==> config.mk <==
export PLATFORM = sky130hd
export DESIGN_NAME = pcs_clk_synth_cfg
export DESIGN_NICKNAME = d
export VERILOG_FILES = /design/src/logic/pcs_clk_ratio.v /design/src/logic/pcs_clk_synth_cfg.v
export VERILOG_INCLUDE_DIRS = /design/src /design/src/logic
export SDC_FILE = /design/constraint.sdc
export NUM_CORES = 1
export LEC_CHECK = 0
export ABC_AREA = 1
export BUFFER_PORTS_ARGS = -buffer_cell sky130_fd_sc_hd__buf_2
export CAP_MARGIN = 20
export CORE_MARGIN = 2
export CORE_UTILIZATION = 39
export CTS_BUF_LIST = sky130_fd_sc_hd__clkbuf_2
export DETAILED_ROUTE_END_ITERATION = 12
export PLACE_DENSITY = 0.62
export SLEW_MARGIN = 10
export SYNTH_ARGS = -nofsm -noshare
export SYNTH_HDL_FRONTEND = slang
export SYNTH_SLANG_ARGS = --single-unit
==> constraint.sdc <==
create_clock -name ref_clk -period 3.4 [get_ports ref_clk]
set_clock_uncertainty 0.05 [all_clocks]
set_input_delay 0.68 -clock ref_clk [delete_from_list [all_inputs] [get_ports ref_clk]]
set_output_delay 0.68 -clock ref_clk [all_outputs]
set_load 0.05 [all_outputs]
==> src/logic/pcs_clk_regs.vh <==
`ifndef PCS_CLK_REGS_VH
`define PCS_CLK_REGS_VH
// Sequencer indices reached through the data port
`define PCS_IDX_VCLK0_DIV 8'h1B
`define PCS_IDX_VCLK1_DIV 8'h1C
`define PCS_IDX_VCLK2_DIV 8'h1D
`define PCS_IDX_VCLK3_DIV 8'h1E
`define PCS_IDX_MCLK_FACTOR 8'h1F
// Field layout of a divider register
`define PCS_DEN_HI 5
`define PCS_DEN_LO 1
`define PCS_POST_BIT 0
`define PCS_WR_MASK 8'h3F
// Reset values of dividers, numerators and the memory clock factor
`define PCS_DIV0_RST 8'h3B
`define PCS_DIV1_RST 8'h2F
`define PCS_DIV2_RST 8'h30
`define PCS_DIV3_RST 8'h33
`define PCS_NUM0_RST 7'h66
`define PCS_NUM1_RST 7'h5B
`define PCS_NUM2_RST 7'h45
`define PCS_NUM3_RST 7'h7E
`define PCS_MCLK_RST 6'h19
// Settings image of clock 0, which is selected while reset is held
`define PCS_DEN0_RST 5'h1D
`define PCS_POST0_RST 1'b1
// Memory factor field and the divider slot code for a non-divider index
`define PCS_MCLK_HI 5
`define PCS_NO_SLOT 3'h4
// Memory clock reference divisor, as a shift
`define PCS_MCLK_SHIFT 3
`endif

==> src/logic/pcs_clk_ratio.v <==
`timescale 1ns/1ns
`include "pcs_clk_regs.vh"
// Splits a divider register into synthesizer settings
module pcs_clk_ratio (
  // Register image
  input wire [7:0] divReg,
  // Synthesizer settings
  output wire [4:0] denom,
  output wire postDiv2,
  output wire oscDouble
);
  assign denom = divReg[`PCS_DEN_HI:`PCS_DEN_LO];
  assign postDiv2 = divReg[`PCS_POST_BIT];
  assign oscDouble = divReg[`PCS_POST_BIT];
endmodule // pcs_clk_ratio

==> src/logic/pcs_clk_synth_cfg.v <==
// What this block does
// - Four video clock divider registers at indices 1B to 1E on the data port.
// - Clock-select field of the output register picks the active video clock.
// - Video clock is reference times numerator over denominator times post-scale.
// - Numerator comes from the seven-bit field of each numerator register.
// - Denominator is a five-bit field in bits 5 to 1.
// - Denominator excludes the post-scaler bit and is right-aligned.
// - Bit 0 is the post-scaler: zero divides by one, one by two.
// - With post-scaler set, the synthesizer oscillator runs at twice reference.
// - Dividers 0 to 2 reset to 3Bh, 2Fh, 30h; numerators 66h, 5Bh, 45h.
// - Divider 3 resets to 33h with numerator 7Eh.
// - Index 1F holds a six-bit memory clock factor overriding the preset.
// - Memory clock is reference over eight times the factor.
`timescale 1ns/1ns
`include "pcs_clk_regs.vh"
module pcs_clk_synth_cfg (
  // Clock and reset
  input wire ref_clk,
  input wire sys_rst,
  // Sequencer data port access, index already latched
  input wire [7:0] seqIndex,
  input wire seqWrite,
  input wire [7:0] seqWrData,
  output wire [7:0] seqRdData,
  output wire seqRdHit,
  // Numerator registers and clock-select field held elsewhere
  input wire [6:0] vclk0Numerator,
  input wire [6:0] vclk1Numerator,
  input wire [6:0] vclk2Numerator,
  input wire [6:0] vclk3Numerator,
  input wire [1:0] clockSelect,
  // Active video clock synthesizer settings
  output reg [6:0] vclkNumerator,
  output reg [4:0] vclkDenom,
  output reg vclkPostDiv2,
  output reg vclkOscDouble,
  // Memory clock synthesizer settings
  output reg [5:0] mclkFactor,
  output reg mclkOverride
);
  reg [7:0] divReg [0:3];
  reg [5:0] mclkFactor_reg;
  reg [1:0] selIdx;
  wire [4:0] denomArr [0:3];
  wire [3:0] postArr;
  wire [3:0] dblArr;
  wire [6:0] numArr [0:3];
  reg [7:0] rdData;

  // Maps an index to its divider slot, 3'h4 when not a divider
  function [2:0] divSlot;
    input [7:0] idx;
    begin
      case (idx)
        `PCS_IDX_VCLK0_DIV: divSlot = 3'h0;
        `PCS_IDX_VCLK1_DIV: divSlot = 3'h1;
        `PCS_IDX_VCLK2_DIV: divSlot = 3'h2;
        `PCS_IDX_VCLK3_DIV: divSlot = 3'h3;
        default: divSlot = 3'h4;
      endcase
    end
  endfunction

  function [7:0] divReset;
    input integer n;
    begin
      case (n)
        2'h0: divReset = `PCS_DIV0_RST;
        2'h1: divReset = `PCS_DIV1_RST;
        2'h2: divReset = `PCS_DIV2_RST;
        default: divReset = `PCS_DIV3_RST;
      endcase
    end
  endfunction

  // True for the memory clock factor index
  function isFactorIdx;
    input [7:0] idx;
    begin
      isFactorIdx = (idx == `PCS_IDX_MCLK_FACTOR);
    end
  endfunction

  // Clears the two reserved upper bits of a divider image
  function [7:0] maskReserved;
    input [7:0] val;
    begin
      maskReserved = val & `PCS_WR_MASK;
    end
  endfunction

  assign numArr[0] = vclk0Numerator;
  assign numArr[1] = vclk1Numerator;
  assign numArr[2] = vclk2Numerator;
  assign numArr[3] = vclk3Numerator;

  genvar g;
  generate
    for (g = 0; g < 4; g = g + 1) begin : gDiv
      always @(posedge ref_clk or posedge sys_rst) begin
        if (sys_rst) begin
          divReg[g] <= divReset(g);
        end else if (seqWrite && divSlot(seqIndex) == g) begin
          divReg[g] <= maskReserved(seqWrData);
        end
      end
      pcs_clk_ratio uRatio (
        .divReg(divReg[g]),
        .denom(denomArr[g]),
        .postDiv2(postArr[g]),
        .oscDouble(dblArr[g])
      );
    end
  endgenerate

  always @(posedge ref_clk or posedge sys_rst) begin
    if (sys_rst) begin
      mclkFactor_reg <= `PCS_MCLK_RST;
    end else if (seqWrite && isFactorIdx(seqIndex)) begin
      mclkFactor_reg <= seqWrData[`PCS_MCLK_HI:0];
    end
  end

  // Settings follow writes two cycles later with no extra trigger
  always @* begin
    selIdx = clockSelect;
  end

  // Selected numerator, registered so the synthesizer sees a clean value
  always @(posedge ref_clk or posedge sys_rst) begin
    if (sys_rst) begin
      vclkNumerator <= `PCS_NUM0_RST;
    end else begin
      vclkNumerator <= numArr[selIdx];
    end
  end

  // Denominator of the selected clock, already right-aligned
  always @(posedge ref_clk or posedge sys_rst) begin
    if (sys_rst) begin
      vclkDenom <= `PCS_DEN0_RST;
    end else begin
      vclkDenom <= denomArr[selIdx];
    end
  end

  // Post-scaler and oscillator doubling travel together
  always @(posedge ref_clk or posedge sys_rst) begin
    if (sys_rst) begin
      vclkPostDiv2 <= `PCS_POST0_RST;
      vclkOscDouble <= `PCS_POST0_RST;
    end else begin
      vclkPostDiv2 <= postArr[selIdx];
      vclkOscDouble <= dblArr[selIdx];
    end
  end

  always @(posedge ref_clk or posedge sys_rst) begin
    if (sys_rst) begin
      mclkFactor <= `PCS_MCLK_RST;
    end else begin
      mclkFactor <= mclkFactor_reg;
    end
  end

  // Once software writes the factor the coarse preset no longer applies
  always @(posedge ref_clk or posedge sys_rst) begin
    if (sys_rst) begin
      mclkOverride <= 1'b0;
    end else if (seqWrite && isFactorIdx(seqIndex)) begin
      mclkOverride <= 1'b1;
    end
  end

  wire [2:0] rdSlot = divSlot(seqIndex);

  // Read path: divider slots first, then the factor, anything else reads zero
  always @* begin
    rdData = 8'h00;
    if (rdSlot != `PCS_NO_SLOT) begin
      rdData = maskReserved(divReg[rdSlot[1:0]]);
    end else if (isFactorIdx(seqIndex)) begin
      rdData = {2'h0, mclkFactor_reg};
    end
  end

  assign seqRdHit = (rdSlot != `PCS_NO_SLOT) || isFactorIdx(seqIndex);
  assign seqRdData = rdData;
endmodule // pcs_clk_synth_cfg
After elaboration in Yosys (flattened, before gate mapping) --
Index checks and enable logic that the tools add are counted. W data, S select, Z words.
Storage, ports and cells: bits in registers 50, input bits 49, output and inout bits 30, word-level logic and storage cells 45
Operators by class: $lt $le $gt $ge 3, eq/ne operators 9, multiplexer cells 14, bitwise logic cells 2, reductions and logical operators 7
Operators by type and width (number):
- $eq A8 B5 Y1 const B | 5
- $mux W6 | 4
- $bmux W8 S2 | 1
- $bmux W7 S2 | 1
- $mux W7 | 2
- $pmux W3 S4 | 1
- $bmux W5 S2 | 1
- $mux W5 | 2
- $eq A3 B2 Y1 const B | 2
- $ge A3 B3 Y1 const B | 2
- $not A2 Y3 | 2
- $logic_and A1 B1 Y1 | 5
- $eq A3 B1 Y1 const B | 1
- $logic_not A3 Y1 | 1
- $lt A2 B3 Y1 const B | 1
- $ne A3 B3 Y1 const B | 1
- $bmux W1 S2 | 1
- $logic_or A1 B1 Y1 | 1
- $mux W1 | 1

Longest topological paths before layout --
Gate-level depths: netlist of run 1.
word-level depth 7, depth in mapped cells 10, gate-level depth less buffers 10

Hierarchy --
A second synthesis of run 1 with hierarchy kept.
Unflattened totals: cell total of the unflattened synthesis 349, area, all modules 2964.1 µm²
By module, submodules not included:
- pcs_clk_synth_cfg | instances 1, cells an instance 321, area each 2753.9 µm², sequential area each 1316.3 µm²
- pcs_clk_ratio | instances 4, cells an instance 7, area each 52.6 µm², sequential area each 0.0 µm²

Least setup slack after synthesis of run 1 --
Ideal clock, no wire load.
path kind input port to output port, start point input seqIndex[6], end point output seqRdData[0], data arrival time 1787 ps, data required time 2670 ps, path slack 883 ps, cell stages on the path 9, path buffers 0, cells stage by stage inv_1 > nand2_1 > nor2_4 > nand2_4 > nor2_8 > inv_2 > nand2_2 > nand2_1 > nand2_1
Between the ends: longest elaborated chain between the ends 7, elaborated cells between the ends (all ways) 13, classes of those cells eq/ne: 6; mux: 6; bitwise: 1
Ends and longest elaborated chain:
- start, declared | line pcs_clk_synth_cfg.v:21 | input wire [7:0] seqIndex,
- $eq A8 B5 Y1 | line pcs_clk_synth_cfg.v:54 | case (idx)
- $pmux W3 S4 | line pcs_clk_synth_cfg.v:54
- $not A2 Y3 (not written as such) | line pcs_clk_synth_cfg.v:181 | rdData = maskReserved(divReg[rdSlot[1:0]]);
- $bmux W8 S2 | line pcs_clk_synth_cfg.v:181
- $mux W6 (not written as such) (2 in a row) | line pcs_clk_synth_cfg.v:181
- $mux W6 (*) | line pcs_clk_synth_cfg.v:180 | if (rdSlot != `PCS_NO_SLOT) begin
- end, declared | line pcs_clk_synth_cfg.v:24 | output wire [7:0] seqRdData,
Every way passes the cells marked *; elsewhere a longest branch is shown, timed or not. The select of a mux whose other input is x is not followed.

Worst setup path after layout of run 1 --
start point input seqIndex[2], end point output seqRdData[0]
The elaborated chain is that of the path after synthesis.

==> flow_summary.toml, run 1 <==
[pwr]
ir_drop_v = 0.000180
p_leak_nw = 1.55
powerDensity_mw_per_mm2 = 384

[clock_tree]
cts_tree = "done"
cts_resized = 0
cts_root_buffer = "clkbuf_2"
cts.sinks = 50
cts_setup_buffers = 0
cts_inserted_buffers = 5
clock_latency_ns = 0.43
clkTransAtPathRegs_ns = 0.25
ctsHoldBuffers = 0
htree_levels = 2
clockBufferDepth = 2

[floorplanning]
rows = 30
core_mm2 = 0.00672
ios = 79
die_w_um = 87.0
fp.dieH_um = 87.0
start_util_pct = 40.0
die_area_mm2 = 0.00757

[global_route]
track_usage_pct = 17.7
first_global_vias = 2164
grt-ovfl-total = 0
grt_max_degree = 51
grt_pass1_wl_um = 10400
antenna_found_initial = 0

[finish]
antenna_cells = 0
area_growth_pct = 16.8
layout_common_cells = "nand2_1, buf_2, nor2_1, dfstp_2, o21ai_0"
largest_reg_flops = 24
nets = 431
drive_above_1_share_pct = 42.0

[sta]
period_share_pct = 85.7
maxSlewHeadroom_pct = 51.7
setup_ws_ns = 0.487
post-route-min-period_ns = 2.91
hold_viol = 0
slew_viol_final = 0
worst_slew_pin_slew_ns = 0.724
max_freq_mhz = 343
fin_tns_setup_ns = 0
setup_viol = 0
rsz0062_at_grt = "no"

[setup_path]
worstSetupEndpointType = "output port"
slowest_stage = "nand4_2"
slowest_delay_ns = 0.39
cp_common_cell = "nand2_1"
worstPathRequired_ns = 2.67
worst-setup-path-type = "input pin to output port"
arrival_ns = 2.18
cp-start-kind = "input pin"
crit_chain = "buf_2 -> nand2_1 -> inv_2 -> nand4_2 -> nand2_1 -> nand3_1 -> nand2_1 -> nand2_1 -> nand2_1 -> buf_2"
worstPathMaxFanout = 14

[drt]
drc = 0
drtPass1Iterations = 4
wl_met3_um = 280
vias_per_cell = 5.02
maxUsedRoutingLayer = "met4"
detail-route-antenna-nets = 0
routedLengthMet1_um = 2770
met2WireLength_um = 3110
drt_first_iter_violations = 99
wl_per_cell_um = 13.6
wl_um = 6280
vias = 2323

[yosys]
synthCells = 316
syn_avg_cell_area_um2 = 8.51
seq_area_frac_synth_pct = 48.0
ys_ff_latch = 50
synth_area_mm2 = 0.00269
synth.distinct_cells = 25
synth_warnings = 0

[placement]
dp_hpwl_um = 4440
dp_slack_ns = 0.474
port_buffers = 74
place_congestion = 0.803

[run]
maxCapViolCount = 0

[run_status]
status = "completed"

[min_path]
hp-class = "input pin to async pin"
[cell usage after synthesis]
cell type | number | area [µm²]
nand2_4 | 3 | 33.8
buf_2 | 5 | 25.0
o21ai_2 | 20 | 175
nor3b_2 | 1 | 12.5
dfstp_2 | 31 | 815
nand2_2 | 11 | 68.8
nand2_1 | 74 | 278
o21ai_0 | 27 | 135
clkbuf_1 | 6 | 22.5
or2_4 | 1 | 8.76
dfrtp_1 | 19 | 475
nand4_2 | 1 | 12.5
o22ai_1 | 13 | 81.3
conb_1 | 1 | 3.75
buf_4 | 4 | 30.0
buf_6 | 4 | 45.0
nor2_4 | 2 | 22.5
inv_2 | 3 | 11.3
nand4_1 | 12 | 75.1
nor2_8 | 1 | 20.0
nand3_1 | 7 | 35.0
inv_1 | 27 | 101
nor2_1 | 31 | 116
o21ai_1 | 10 | 50.1
nand3_4 | 2 | 35.0
[area by class of cell]
type / instances / area (µm²)
Inverter: 30 / 113
Tap cell: 80 / 100
Clock inverter: 2 / 33.8
Fill cell: 698 / 3580
Sequential cell: 50 / 1290
Multi-Input combinational cell: 218 / 1170
Clock buffer: 6 / 30.0
Timing Repair Buffer: 77 / 405
[per-stage QoR]
stage | total power [mW] | instances | instance area, µm² | hold WS (ns) | util, %
6_report | 1.21 | 463 | 3140 | 0.173 | 46.7
5_1_grt | 1.27 | 463 | 3140 | 0.176 | 46.7
4_1_cts | 1.22 | 462 | 3120 | 0.346 | 46.4
3_5_place_dp | 0.908 | 454 | 3060 | 0.320 | 45.5
3_3_place_gp | 0.904 | 454 | 3060 | 0.317 | 45.5
2_1_floorplan | 0.840 | 317 | 2690 | 0.311 | -
[logic make-up after synthesis]
logic type / after synthesis / share of synthesized area (%)
AO/OA/AOI/OAI: 70 / 16.4
AND/OR/NAND/NOR: 146 / 26.7
other: 1 / 0.139
flip-flops: 50 / 48.0
buffers and inverters: 49 / 8.75
[critical path, delay by kind of cell]
family        cells  cell delay [ns]
buf+inv           3             0.58
simple gates      7             0.92
[where the power goes]
part           switching [mW]  leakage, nW  internal, mW  total (mW)
clock network           0.181       0.0406         0.125       0.307
registers              0.0186        0.571         0.646       0.665
logic                   0.166        0.940        0.0694       0.235
total                   0.366         1.55         0.841        1.21
[path summary, 6_finish.rpt]
| path | from | endpoint | slack [ns] | cells after the start |
|---|---|---|---|---|
| min reg2reg | mclkFactor_reg[4] | mclkFactor[4] | 0.34 | 0 |
| max | seqIndex[2] | seqRdData[0] | 0.49 | 10 |
| min | sys_rst | divReg[3] | 0.17 | 2 |
| max reg2reg | divReg[1] | vclkDenom[0] | 2.31 | 2 |
| max in group asynchronous | sys_rst | divReg[28] | 2.51 | 3 |
| min in group ref_clk | mclkFactor_reg[4] | mclkFactor[4] | 0.34 | 0 |
[routing by layer]
layer | track usage [%] | vias up
met5 | 0 | -
met4 | 6.39 | 0
met3 | 2.56 | 10
met2 | 29.5 | 55
met1 | 23.3 | 1104
li1 | - | 1154
Note: power is estimated with default switching activity, not from simulation.
==> run 2: changes to the inputs <==
ABC_AREA = unset   (was 1)
PLACE_DENSITY = 0.63   (was 0.62)
==> run 2 against run 1 <==
Non-clock buffer count shrank 2. Area after synthesis fell by 11%. Register-to-register slack gained 0.04 ns. Die area shrank 11%. Cell area decreased by 9.1%. Cell count is 34% lower. Sequential power down 0.6%. Largest cell class unchanged. Setup slack better by 0.017 ns.
==> flow_summary.toml, run 2 <==
[drt]
wl_um = 5220
vias_per_cell = 5.23
drtPass1Iterations = 4
vias = 1596
drc = 0
detail-route-antenna-nets = 0
wl_per_cell_um = 17.1
drt_first_iter_violations = 85

[global_route]
grt_pass1_wl_um = 7890
first_global_vias = 1556
track_usage_pct = 16.3
grt_max_degree = 41
antenna_found_initial = 0
grt-ovfl-total = 0

[clock_tree]
cts.sinks = 50
cts_root_buffer = "clkbuf_2"
clkTransAtPathRegs_ns = 0.24
clock_latency_ns = 0.41
cts_tree = "done"
cts_setup_buffers = 0
cts_resized = 0
cts_inserted_buffers = 5
ctsHoldBuffers = 0
htree_levels = 2
clockBufferDepth = 2

[setup_path]
worst-setup-path-type = "input pin to output port"
arrival_ns = 2.17
worstSetupEndpointType = "output port"
worstPathRequired_ns = 2.67
cp-start-kind = "input pin"
worstPathMaxFanout = 12

[yosys]
synthCells = 156
synth_warnings = 0
seq_area_frac_synth_pct = 54.0
async_flop_share_pct = 100
synth_top_cell_area_share_pct = 34.1
synth_top_cell_by_area = "dfstp_2"
ys_ff_latch = 50
synth_area_mm2 = 0.00239
synth-edff-count = 0
synthTopCellsByArea = "dfstp_2, dfrtp_1, mux2_2, mux4_2, nor4_4"
yosys.cell_count.top_type = "mux2_2"
syn_avg_cell_area_um2 = 15.3
synth_common_cells = "mux2_2, dfstp_2, dfrtp_1"
synth-main-ff-cell = "dfstp_2"
synth.distinct_cells = 25

[pwr]
powerDensity_mw_per_mm2 = 388
p_leak_nw = 1.33
p_total_mw = 1.11
ir_drop_v = 0.000197

[floorplanning]
fp.dieH_um = 82.3
die_area_mm2 = 0.00677
die_w_um = 82.3
start_util_pct = 40.4
rows = 28
core_mm2 = 0.00592
ios = 79

[sta]
setup_viol = 0
hold_viol = 0
period_share_pct = 85.2
max_freq_mhz = 345
worst_slew_pin_slew_ns = 0.816
maxSlewHeadroom_pct = 45.5
setup_ws_ns = 0.504
rsz0062_at_grt = "no"
slew_viol_final = 0
post-route-min-period_ns = 2.90
fin_tns_setup_ns = 0

[finish]
final_common_cell = "buf_2"
multiInputGateArea_mm2 = 0.00105
antenna_cells = 0
largest_reg_flops = 24
post-route-util_pct = 48.2
seq_area_mm2 = 0.00129
layoutNonFillerInstCount = 305
layout_common_cells = "buf_2, mux2_2, dfstp_2"
nets = 278
area_growth_pct = 19.4
nFillCells = 529
drive_above_1_share_pct = 76.1

[placement]
dp_hpwl_um = 3650
place_congestion = 0.748
dp_slack_ns = 0.544
port_buffers = 74
dp.cells = 297

[run_status]
status = "completed"

[min_path]
hp-class = "input pin to async pin"

[run]
maxCapViolCount = 0
==> run 2: kinds of logic after synthesis <==
logic type | share of synthesized area (%)
muxes | 32.0
other | 0.157
buffers and inverters | 2.30
and+or+nand+nor | 8.38
DFF | 54.0
AOI/OAI and AO/OA | 3.14
==> run 2: critical path, cell delays in order <==
cell and delay [ns]:
buf_2 0.25, nor2b_1 0.57, a22oi_1 0.14, a21oi_1 0.23, buf_2 0.30
==> run 2: final cells by class <==
cell class,count,area share (%)
well taps,75,3.29
multi-input cells,96,36.8
clock buffers,6,1.05
repair buffers,75,13.2
clock inverters,2,0.307
flip-flops and latches,50,45.2
inverters,1,0.132
==> run 2: worst paths after layout <==
| path | to | start | slack (ns) | cells past startpoint |
|---|---|---|---|---|
| setup / recovery | seqRdData[1] | seqIndex[2] | 0.50 | 5 |
| max in group asynchronous | divReg[27] | sys_rst | 2.23 | 3 |
| min in group ref_clk | mclkFactor[3] | mclkFactor_reg[3] | 0.34 | 0 |
| hold / removal | divReg[8] | sys_rst | 0.34 | 2 |
| setup reg to reg | vclkDenom[1] | divReg[2] | 2.35 | 1 |
| hold reg to reg | mclkFactor[3] | mclkFactor_reg[3] | 0.34 | 0 |
==> run 2: power by group <==
group          switching (mW)  leakage (nW)  internal (mW)
sequential             0.0161         0.577          0.645
clock                   0.181        0.0304         0.0507
combinational           0.135         0.725         0.0787
==> run 2: metrics by stage <==
step / hold slack, ns / instance area (µm²)
6_report: 0.337 / 2850
5_1_grt: 0.352 / 2850
4_1_cts: 0.342 / 2850
3_5_place_dp: 0.320 / 2810
3_3_place_gp: 0.316 / 2810
2_1_floorplan: 0.308 / 2390
==> run 2: per-layer routing <==
metal  vias to the layer above  GRT usage (%)  wire (µm)
li1                        722              -          -
met1                       803           21.0       2170
met2                        67           28.1       2640
met3                         4           3.59        371
met4                         0           3.50         35
met5                         -              0          0
